===== config.mk =====
export PLATFORM = sky130hd
export DESIGN_NAME = smq_seq
export DESIGN_NICKNAME = d
export VERILOG_FILES = /design/src/rtl/smq_pkg.sv /design/src/rtl/smq_seq.sv
export SDC_FILE = /design/constraint.sdc
export NUM_CORES = 2
export LEC_CHECK = 0
export ABC_AREA = 1
export BUFFER_PORTS_ARGS = -buffer_cell sky130_fd_sc_hd__buf_4
export CORE_ASPECT_RATIO = 1.2
export CORE_UTILIZATION = 48
export DETAILED_ROUTE_END_ITERATION = 12
export SYNTH_ARGS = -nofsm -noshare
export SYNTH_HDL_FRONTEND = slang
export SYNTH_SLANG_ARGS = --single-unit

===== constraint.sdc =====
create_clock -name clk -period 17.35 [get_ports clk]
set_input_delay 0.8675 -clock clk [delete_from_list [all_inputs] [get_ports clk]]
set_output_delay 0.8675 -clock clk [all_outputs]
set_load 0.05 [all_outputs]

===== src/rtl/smq_pkg.sv =====
// smq_pkg: constants, states and carriers of the step mash sequencer.
// assumes a 100 MHz clock and an apb master with 32-bit data.
// Functional notes
// - two modes, stepped mashing and boiling regulator
// - knob press, two clicks mash, three clicks boil, press commits mode
// - mash lamp on in mashing, off boiling
// - exit option press leaves everything unchanged
// - mode kept in non-volatile storage
// - no sensor shows open code upstairs
// - displays alternate temperature/time, setpoint/status
// - program holds six temperature/duration pairs
// - duration below zero gives hold, stop
// - hold keeps setpoint, freezes timer
// - stop ends program, heater forced off
// - stop step never advances, restart step one
// - zero steps skipped, none left ends
// - end heats or not per policy
// - reset menu stop moves end to stop
// - hold key short holds, long stops
// - run key starts or resumes program
// - first timer starts inside band, maybe held
// - relays per step or follow beeper
// - knob trims setpoint in mashing only, press confirms, reverts
// - output lamp mirrors heater output
// - long knob press opens parameter menu
package smq_pkg;
  localparam int CLK_NS = 10;
  localparam int TICK_NS = 1000000;
  localparam int TICK_CYC = TICK_NS / CLK_NS;
  localparam int DEB_MS = 20;
  localparam int LONG_MS = 5000;
  localparam int REVERT_MS = 2000;
  localparam int ALT_MS = 1000;
  localparam int MINUTE_MS = 60000;
  localparam int BEEP_MS = 500;
  localparam int N_STEPS = 6;
  localparam logic [7:0] REG_CTRL = 8'h00;
  localparam logic [7:0] REG_RELAY = 8'h04;
  localparam logic [7:0] REG_STATUS = 8'h08;
  localparam logic [7:0] REG_CMD = 8'h0c;
  localparam logic [7:0] REG_STEP0 = 8'h10;
  localparam logic [31:0] CTRL_RST = 32'h0000_0200;
  localparam int CTRL_EO = 0;
  localparam int CTRL_BEO = 1;
  localparam int CTRL_BAND_LO = 8;
  localparam int RELAY_FOLLOW_LO = 16;
  localparam logic [15:0] DUR_HOLD = 16'hfffe;
  localparam logic [15:0] DUR_STOP = 16'hffff;
  localparam logic [7:0] MIN_LAST = 8'h3b;
  localparam logic [1:0] UP_TEMP = 2'h0;
  localparam logic [1:0] UP_TIME = 2'h1;
  localparam logic [1:0] UP_OPEN = 2'h2;
  typedef enum logic [2:0] {SQ_IDLE, SQ_WAIT, SQ_RUN, SQ_HOLD, SQ_STOP, SQ_END} smq_seq_t;
  typedef enum logic [2:0] {MN_OFF, MN_EXIT, MN_STOP, MN_MASH, MN_BOIL} smq_menu_t;
  typedef struct packed {
    logic db;
    logic [4:0] dbc;
    logic [12:0] held;
    logic longd;
  } smq_btn_t;
  typedef struct packed {
    logic [15:0] dur;
    logic [15:0] temp;
  } smq_step_t;
  typedef struct packed {
    logic [1:0] upper_sel;
    logic lower_status;
    logic stop_flash;
    logic adj_dot;
  } smq_disp_t;
endpackage : smq_pkg


===== src/rtl/smq_seq.sv =====
// smq_seq: mode selection, reset menu, step program sequencer and keys.
// assumes debounced-free raw key levels, one-cycle encoder click pulses
// and a heat demand from an external regulator, all synchronous to clk.
`timescale 1ns/1ps
module smq_seq #(
  parameter int TICK_CYC = smq_pkg::TICK_CYC,
  parameter int N_RELAY = 2
) (
  input wire logic clk,
  input wire logic sys_rst,
  input wire logic [7:0] paddr,
  input wire logic psel,
  input wire logic penable,
  input wire logic pwrite,
  input wire logic [31:0] pwdata,
  output logic [31:0] prdata,
  output logic pready,
  output logic pslverr,
  input wire logic knob_raw,
  input wire logic knob_cw,
  input wire logic knob_ccw,
  input wire logic key_run_raw,
  input wire logic key_hold_raw,
  input wire logic [15:0] temp_meas,
  input wire logic sensor_ok,
  input wire logic heat_demand,
  input wire logic nv_mode_in,
  output logic nv_mode_wr,
  output logic nv_mode_out,
  output logic mash_lamp,
  output logic heater,
  output logic out_lamp,
  output logic beeper,
  output logic [N_RELAY-1:0] relay,
  output smq_pkg::smq_disp_t disp,
  output logic [15:0] set_point,
  output logic [12:0] remain_min,
  output smq_pkg::smq_seq_t seq_state,
  output smq_pkg::smq_menu_t menu_state,
  output logic param_menu
);
  import smq_pkg::*;

  // tick counter is 17 bits wide, relay fields exist for two relays only
  if (TICK_CYC < 2 || TICK_CYC > 131072 || N_RELAY < 1 || N_RELAY > 2) begin : g_bad_param
    $error("smq_seq: unsupported parameter");
  end

  typedef struct packed {
    logic [16:0] tick_cnt;
    logic tick;
    smq_btn_t [2:0] btn;
    logic loaded;
    logic mash;
    smq_menu_t menu;
    smq_seq_t seq;
    logic [2:0] idx;
    logic hold_req;
    logic [12:0] remain;
    logic [15:0] min_cnt;
    logic [15:0] conf_sp;
    logic [15:0] adj_sp;
    logic adj_pend;
    logic [10:0] adj_cnt;
    logic [9:0] alt_cnt;
    logic alt;
    logic [8:0] beep_cnt;
    logic [31:0] ctrl;
    logic [31:0] relay_cfg;
    smq_step_t [N_STEPS-1:0] program_menu;
    logic [31:0] prdata;
    logic nv_wr;
    logic heater;
    logic [N_RELAY-1:0] relay;
    smq_disp_t disp;
    logic param;
  } smq_state_t;

  smq_state_t st;
  smq_state_t next_st;
  logic [2:0] short_p;
  logic [2:0] long_p;
  logic [2:0] raw_in;
  logic go;
  logic [2:0] go_from;
  logic [2:0] nz;
  logic [15:0] diff;
  logic commit;
  logic acc;
  logic [3:0] widx;

  // first programmed step at or after a slot whose duration is not zero
  function automatic logic [2:0] find_nz(input smq_step_t [N_STEPS-1:0] p, input logic [2:0] from);
    logic [2:0] r;
    r = 3'h7;
    for (int k = N_STEPS - 1; k >= 0; k--) begin
      if (3'(k) >= from && p[k].dur != 16'h0000) begin
        r = 3'(k);
      end
    end
    return r;
  endfunction : find_nz

  // duration edit walking below zero into hold then stop
  function automatic logic [15:0] dur_step(input logic [15:0] d, input logic up);
    logic [15:0] r;
    r = d;
    if (!up) begin
      if (d == 16'h0000) r = DUR_HOLD;
      else if (d == DUR_HOLD) r = DUR_STOP;
      else if (d == DUR_STOP) r = DUR_STOP;
      else if (d[7:0] == 8'h00) r = {d[15:8] - 8'h01, MIN_LAST};
      else r = d - 16'h0001;
    end else begin
      if (d == DUR_STOP) r = DUR_HOLD;
      else if (d == DUR_HOLD) r = 16'h0000;
      else if (d[7:0] == MIN_LAST) r = {d[15:8] + 8'h01, 8'h00};
      else r = d + 16'h0001;
    end
    return r;
  endfunction : dur_step

  assign raw_in = {key_hold_raw, key_run_raw, knob_raw};
  assign acc = psel && penable;
  assign widx = 4'((paddr - REG_STEP0) >> 2);
  assign diff = (temp_meas > st.conf_sp) ? temp_meas - st.conf_sp : st.conf_sp - temp_meas;
  assign commit = short_p[0] && (st.menu == MN_MASH || st.menu == MN_BOIL);

  always_comb begin
    next_st = st;
    short_p = 3'h0;
    long_p = 3'h0;
    go = 1'b0;
    go_from = 3'h0;
    nz = 3'h7;
    next_st.nv_wr = 1'b0;
    next_st.param = 1'b0;
    // millisecond tick for every timed behaviour
    next_st.tick = 1'b0;
    next_st.tick_cnt = st.tick_cnt + 17'h00001;
    if (st.tick_cnt == 17'(TICK_CYC - 1)) begin
      next_st.tick_cnt = 17'h00000;
      next_st.tick = 1'b1;
    end
    // mode is restored once after reset, never under the async reset
    if (!st.loaded) begin
      next_st.loaded = 1'b1;
      next_st.mash = nv_mode_in;
    end
    // debounce and short/long press detection, knob, run and hold keys
    for (int i = 0; i < 3; i++) begin
      if (st.tick) begin
        if (raw_in[i] != st.btn[i].db) begin
          next_st.btn[i].dbc = st.btn[i].dbc + 5'h01;
          if (st.btn[i].dbc == 5'(DEB_MS - 1)) begin
            next_st.btn[i].db = raw_in[i];
            next_st.btn[i].dbc = 5'h00;
            if (!raw_in[i] && !st.btn[i].longd) short_p[i] = 1'b1;
            next_st.btn[i].held = 13'h0000;
            next_st.btn[i].longd = 1'b0;
          end
        end else begin
          next_st.btn[i].dbc = 5'h00;
        end
        if (st.btn[i].db && !st.btn[i].longd) begin
          next_st.btn[i].held = st.btn[i].held + 13'h0001;
          if (st.btn[i].held == 13'(LONG_MS - 1)) begin
            long_p[i] = 1'b1;
            next_st.btn[i].longd = 1'b1;
          end
        end
      end
    end
    // long knob press hands over to the parameter menu
    if (long_p[0]) begin
      next_st.param = 1'b1;
      next_st.menu = MN_OFF;
    end
    // reset menu and provisional setpoint trim on the knob
    if (st.menu != MN_OFF) begin
      if (knob_cw && st.menu != MN_BOIL) next_st.menu = smq_menu_t'(st.menu + 3'h1);
      if (knob_ccw && st.menu != MN_EXIT) next_st.menu = smq_menu_t'(st.menu - 3'h1);
      if (short_p[0]) begin
        next_st.menu = MN_OFF;
        if (st.menu == MN_STOP) begin
          next_st.seq = SQ_STOP;
          next_st.hold_req = 1'b0;
        end
        if (st.menu == MN_MASH || st.menu == MN_BOIL) begin
          next_st.mash = (st.menu == MN_MASH);
          next_st.nv_wr = 1'b1;
        end
      end
    end else begin
      if (st.mash && (knob_cw || knob_ccw)) begin
        next_st.adj_sp = (st.adj_pend ? st.adj_sp : st.conf_sp) + (knob_cw ? 16'h0001 : 16'hffff);
        next_st.adj_pend = 1'b1;
        next_st.adj_cnt = 11'h000;
      end else if (short_p[0] && st.adj_pend) begin
        next_st.conf_sp = st.adj_sp;
        next_st.adj_pend = 1'b0;
      end else if (short_p[0]) begin
        next_st.menu = MN_EXIT;
      end else if (st.adj_pend && st.tick) begin
        next_st.adj_cnt = st.adj_cnt + 11'h001;
        if (st.adj_cnt == 11'(REVERT_MS - 1)) next_st.adj_pend = 1'b0;
      end
    end
    // program keys
    if (long_p[2]) begin
      next_st.seq = SQ_STOP;
      next_st.hold_req = 1'b0;
    end else if (short_p[2]) begin
      if (st.seq == SQ_RUN) next_st.seq = SQ_HOLD;
      if (st.seq == SQ_WAIT || st.seq == SQ_IDLE) next_st.hold_req = 1'b1;
    end else if (short_p[1]) begin
      if (st.seq == SQ_HOLD) begin
        next_st.seq = SQ_RUN;
        if (st.remain == 13'h0000) begin
          go = 1'b1;
          go_from = st.idx + 3'h1;
        end
      end else if (st.seq == SQ_IDLE || st.seq == SQ_STOP) begin
        next_st.seq = SQ_WAIT;
        next_st.idx = 3'h0;
        next_st.conf_sp = st.program_menu[0].temp;
      end
    end
    // first step starts inside the band, held if asked beforehand
    if (st.seq == SQ_WAIT && diff < {8'h00, st.ctrl[CTRL_BAND_LO +: 8]}) begin
      go = 1'b1;
      go_from = 3'h0;
      next_st.beep_cnt = 9'(BEEP_MS);
    end
    // minute countdown, frozen in hold
    if (st.seq == SQ_RUN && st.tick && st.remain != 13'h0000) begin
      next_st.min_cnt = st.min_cnt + 16'h0001;
      if (st.min_cnt == 16'(MINUTE_MS - 1)) begin
        next_st.min_cnt = 16'h0000;
        next_st.remain = st.remain - 13'h0001;
        if (st.remain == 13'h0001) begin
          go = 1'b1;
          go_from = st.idx + 3'h1;
          next_st.beep_cnt = 9'(BEEP_MS);
        end
      end
    end
    // enter the next non-zero step: hold, stop or timed; a stop in this cycle wins
    if (go && next_st.seq != SQ_STOP) begin
      nz = (go_from >= 3'(N_STEPS)) ? 3'h7 : find_nz(st.program_menu, go_from);
      next_st.min_cnt = 16'h0000;
      next_st.remain = 13'h0000;
      if (nz == 3'h7) begin
        next_st.seq = SQ_END;
      end else begin
        next_st.idx = nz;
        next_st.conf_sp = st.program_menu[nz].temp;
        next_st.adj_pend = 1'b0;
        if (st.program_menu[nz].dur == DUR_HOLD) begin
          next_st.seq = SQ_HOLD;
        end else if (st.program_menu[nz].dur == DUR_STOP) begin
          next_st.seq = SQ_STOP;
        end else begin
          // an early hold request loads the timer but starts it frozen
          next_st.seq = (st.seq == SQ_WAIT && st.hold_req) ? SQ_HOLD : SQ_RUN;
          next_st.remain = {5'h00, st.program_menu[nz].dur[15:8]} * 13'd60 + {5'h00, st.program_menu[nz].dur[7:0]};
        end
        if (st.seq == SQ_WAIT) next_st.hold_req = 1'b0;
      end
    end
    if (st.beep_cnt != 9'h000 && st.tick) next_st.beep_cnt = st.beep_cnt - 9'h001;
    // display alternation once per second
    if (st.tick) begin
      next_st.alt_cnt = st.alt_cnt + 10'h001;
      if (st.alt_cnt == 10'(ALT_MS - 1)) begin
        next_st.alt_cnt = 10'h000;
        next_st.alt = !st.alt;
      end
    end
    next_st.disp.upper_sel = !sensor_ok ? UP_OPEN :
      (st.seq == SQ_RUN && st.alt) ? UP_TIME : UP_TEMP;
    next_st.disp.lower_status = st.alt && st.seq inside {SQ_RUN, SQ_HOLD, SQ_STOP};
    next_st.disp.stop_flash = (st.seq == SQ_STOP);
    next_st.disp.adj_dot = st.adj_pend && st.alt;
    // heater gate: stop and open sensor kill it, end follows policy
    next_st.heater = heat_demand && sensor_ok && st.seq != SQ_STOP &&
      !(st.seq == SQ_END && !st.ctrl[st.mash ? CTRL_EO : CTRL_BEO]);
    for (int r = 0; r < N_RELAY; r++) begin
      next_st.relay[r] = st.relay_cfg[RELAY_FOLLOW_LO + r] ? (st.beep_cnt != 9'h000) :
        (st.relay_cfg[8 * r + 32'(st.idx)] && st.seq inside {SQ_RUN, SQ_HOLD});
    end
    // apb: read data latched in setup, zero-wait access phase
    if (psel && !penable) begin
      next_st.prdata = 32'h0000_0000;
      case (paddr)
        REG_CTRL: next_st.prdata = st.ctrl;
        REG_RELAY: next_st.prdata = st.relay_cfg;
        REG_STATUS: next_st.prdata = {st.conf_sp, st.remain[7:0], st.mash, st.idx, 1'b0, st.seq};
        default: begin
          if (paddr >= REG_STEP0 && widx < 4'(N_STEPS) && paddr[1:0] == 2'h0)
            next_st.prdata = st.program_menu[widx[2:0]];
        end
      endcase
    end
    if (acc && pwrite) begin
      case (paddr)
        REG_CTRL: next_st.ctrl = pwdata;
        REG_RELAY: next_st.relay_cfg = pwdata;
        REG_CMD: begin
          if (pwdata[10:8] < 3'(N_STEPS) && pwdata[1:0] != 2'h0)
            next_st.program_menu[pwdata[10:8]].dur = dur_step(st.program_menu[pwdata[10:8]].dur, pwdata[1]);
        end
        default: begin
          if (paddr >= REG_STEP0 && widx < 4'(N_STEPS) && paddr[1:0] == 2'h0)
            next_st.program_menu[widx[2:0]] = pwdata;
        end
      endcase
    end
  end

  // single state register
  always_ff @(posedge clk or posedge sys_rst) begin
    if (sys_rst) begin
      st <= '0;
      st.ctrl <= CTRL_RST;
      st.seq <= SQ_IDLE;
      st.menu <= MN_OFF;
    end else begin
      st <= next_st;
    end
  end

  // outputs, data from flops, handshake combinational
  assign pready = acc;
  assign pslverr = acc && !(paddr inside {REG_CTRL, REG_RELAY, REG_STATUS, REG_CMD} ||
    (paddr >= REG_STEP0 && widx < 4'(N_STEPS) && paddr[1:0] == 2'h0));
  assign prdata = st.prdata;
  assign nv_mode_wr = st.nv_wr;
  assign nv_mode_out = st.mash;
  assign mash_lamp = st.mash;
  assign heater = st.heater;
  assign out_lamp = st.heater;
  assign beeper = (st.beep_cnt != 9'h000);
  assign relay = st.relay;
  assign disp = st.disp;
  assign set_point = st.adj_pend ? st.adj_sp : st.conf_sp;
  assign remain_min = st.remain;
  assign seq_state = st.seq;
  assign menu_state = st.menu;
  assign param_menu = st.param;
endmodule : smq_seq


==> qor.yml <==
pwr:
  power_leakage_nw: 16.4
  peakVddDrop_mv: 0.0794
  power_density_nw_per_um2: 91.8
  power_mw: 3.20
cts:
  clkTransAtPathRegs_ps: 60
  h-tree-depth: 2
  cts_resized: 0
  cts_setup_buffers: 0
  cts_buffers: 55
  cts_num_sinks: 481
  hold_buffers: 0
  ctsRootBufferMaster: "clkbuf_16"
  cts_tree: "built"
  clock_path_buffers: 3
  clk_latency_ps: 660
finish:
  drive_gt1_share_pct: 8.92
  multi_input_area_um2: 16400
  final-seq-area_um2: 12000
  fin_cells: 5206
  nets: 4516
  nFillCells: 6488
  synthToLayoutAreaGrowth_pct: 10.4
floorplanning:
  die_x_um: 236
  die_area_um2: 66900
  rows: 102
  ios: 152
  die_y_um: 283
  start_util_pct: 48.8
  coreArea_um2: 64800
setup_path:
  cp-start-kind: "flip-flop"
  worstPathMaxFanout: 34
  path_class: "reg -> reg"
  worst_ep_arrival_time_ps: 8470
  rrSetupSlack_ps: 9410
  slowest_stage: "inv_2"
  max_stage_delay_ps: 720
  crit_family: "simple AND/OR/NAND/NOR gates"
  path_common_cell: "nand2_1"
  worstPathRequired_ps: 17880
  worst_setup_path_end_kind: "flip-flop"
  crit_buf_inv: 6
drt:
  drc: 0
  vias: 30900
  drtIter0Drc: 2943
  ant_nets: 0
  drt_first_pass_iters: 8
  routed_wl_mm: 116
  via_per_inst: 5.93
  routedWlPerCell_um: 22.3
global_route:
  grt_max_degree: 150
  grt_overflow: 0
  grt_pass1_vias: 29300
  grt_pass1_wl_mm: 178
  antenna_found_initial: 2
  grt_util_all_layers_pct: 34.5
timing:
  grt_setup_unrepaired: "false"
  setup_tns_ps: 0
  hold_violations: 0
  finalHoldWorstSlack_ps: 308
  drv_slew: 0
  max-slew-margin-rel_pct: 15.4
  finClkSkew_ps: 42.0
  setup_viol: 0
  fmax_ghz: 0.126
  tightest_slew_ps: 1270
  fin_crit_ps: 7940
  timing.final.crit_share_pct: 45.7
logic_synthesis:
  yosysWarnings: 0
  avgSynthCellArea_um2: 7.33
  synthFlopType: "dfrtp_1"
  syn_inst: 4310
  synth_fp_nets: 4498
  yosys.cell_types.count: 74
  synth_top_area_share_pct: 38.0
  synth_top_area_cell: "dfrtp_1"
  ys_seq_elements: 481
  synth_enable_flop_cells: 0
  synth_area_leaders: "dfrtp_1 38%, nand2_1 8.6%, o21ai_0 7.5%"
  synth_area_um2: 31600
  async_reset_ff_share_pct: 100
  synth_seq_area_share_pct: 38.1
outcome:
  status: "finished clean"
placed_design:
  dp.cells: 5103
  place_hpwl_mm: 85.7
  portBuffers: 151
  gp_congestion: 1.00
hold_path:
  hold_path.class: "in -> async"
run:
  max_cap_viol_count: 0
## final timing paths
| check | cells after the start | start | end |
|---|---|---|---|
| min in group clk | 2 | sensor_ok | disp[4]$_DFF_PP0_ |
| max | 40 | remain_min[0]$_DFFE_PP0P_ | remain_min[12]$_DFFE_PP0P_ |
| min reg2reg | 1 | st[298]$_DFF_PP0_ | st[298]$_DFF_PP0_ |
| min | 2 | sys_rst | st[320]$_DFFE_PP0P_ |
| max reg2reg | 40 | remain_min[0]$_DFFE_PP0P_ | remain_min[12]$_DFFE_PP0P_ |
| max in group asynchronous | 4 | sys_rst | st[111]$_DFFE_PP0P_ |
## worst reg2reg max path, delay by kind of cell (launching register included)
kind,cells,cell delay [ps]
xor+xnor,2,290
compound gates,3,860
fa+ha+maj,5,1690
simple gates,24,3510
flops,1,380
buf+inv,6,1090
## metrics by stage
step | util, % | area [um^2] | worst slack [ps]
global route | 53.8 | 34900 | 8700
global placement | 50.9 | 33000 | 9520
CTS | 53.8 | 34900 | 9470
detailed placement | 50.9 | 33000 | 9380
finish | 53.8 | 34900 | 9410
floorplan | - | 31600 | 3060
## state kept, by name, indices dropped and copies added, names as in the netlist
register / count
remain_min: 13
menu_state: 3
nv_mode_wr: 1
param_menu: 1
mash_lamp: 1
seq_state: 3
heater: 1
disp: 5
st: 419
relay: 2
prdata: 32
## per-layer routing
layer  track usage, %  vias up  part of all wire [%]
met5                0        -                0.0095
met4             15.9        2                   5.0
met3             6.31      318                   8.4
met2             56.1     1375                    46
met1             44.4    14600                    40
li1                 -    14600                     -
## logic make-up (layout without fill, tap and decap cells)
logic type / Yosys count / count (layout) / synth area share, %
and+or+nand+nor: 1675 / 1675 / 22.7
muxes: 2 / 2 / 0.0633
xor gates and xnor gates: 93 / 93 / 2.58
AOI/OAI and AO/OA: 1160 / 1160 / 21.2
other: 1 / 3 / 0.0119
DFF: 481 / 481 / 38.1
buffers and inverters: 779 / 841 / 10.2
adders and majority gates: 119 / 119 / 5.07
## synthesized netlist by cell type, types with 22 or more instances
cell type,n
a21oi_1,271
dfrtp_1,480
nand2_1,723
a22oi_1,32
nand3_1,207
o211ai_1,33
a31oi_1,60
o221ai_1,37
inv_1,517
nor4_1,36
buf_4,66
a221oi_1,32
nor2_1,510
clkbuf_1,130
o22ai_1,145
inv_2,22
xor2_1,72
ha_1,104
nor3_1,73
o21ai_0,472
nand4_1,42
## power by group
part | total, mW | switching [mW] | leakage [nW] | internal, mW
logic | 0.706 | 0.483 | 9.81 | 0.224
registers | 1.25 | 0.0664 | 5.62 | 1.19
clock network | 1.24 | 0.522 | 0.934 | 0.721
## final cells by class
cell class,instances,area share [%]
tap,832,2.98
multi-input combinational,3050,47.0
clock buffer,69,4.30
antenna,2,0.0143
inverter,551,5.96
sequential,481,34.5
timing repair buffer,189,4.10
clock inverter,32,1.17
## cells in the final DEF (no fill, tap or decap), drive strengths merged, types with 72 or more instances in the layout
cell	n
dfrtp	480
nor3	77
o22ai	145
inv	541
ha	104
nand3	216
a21oi	272
nand2	741
xor2	72
nor2	525
o21ai	489
buf	189
No activity file was read; power rests on OpenSTA's default activity.
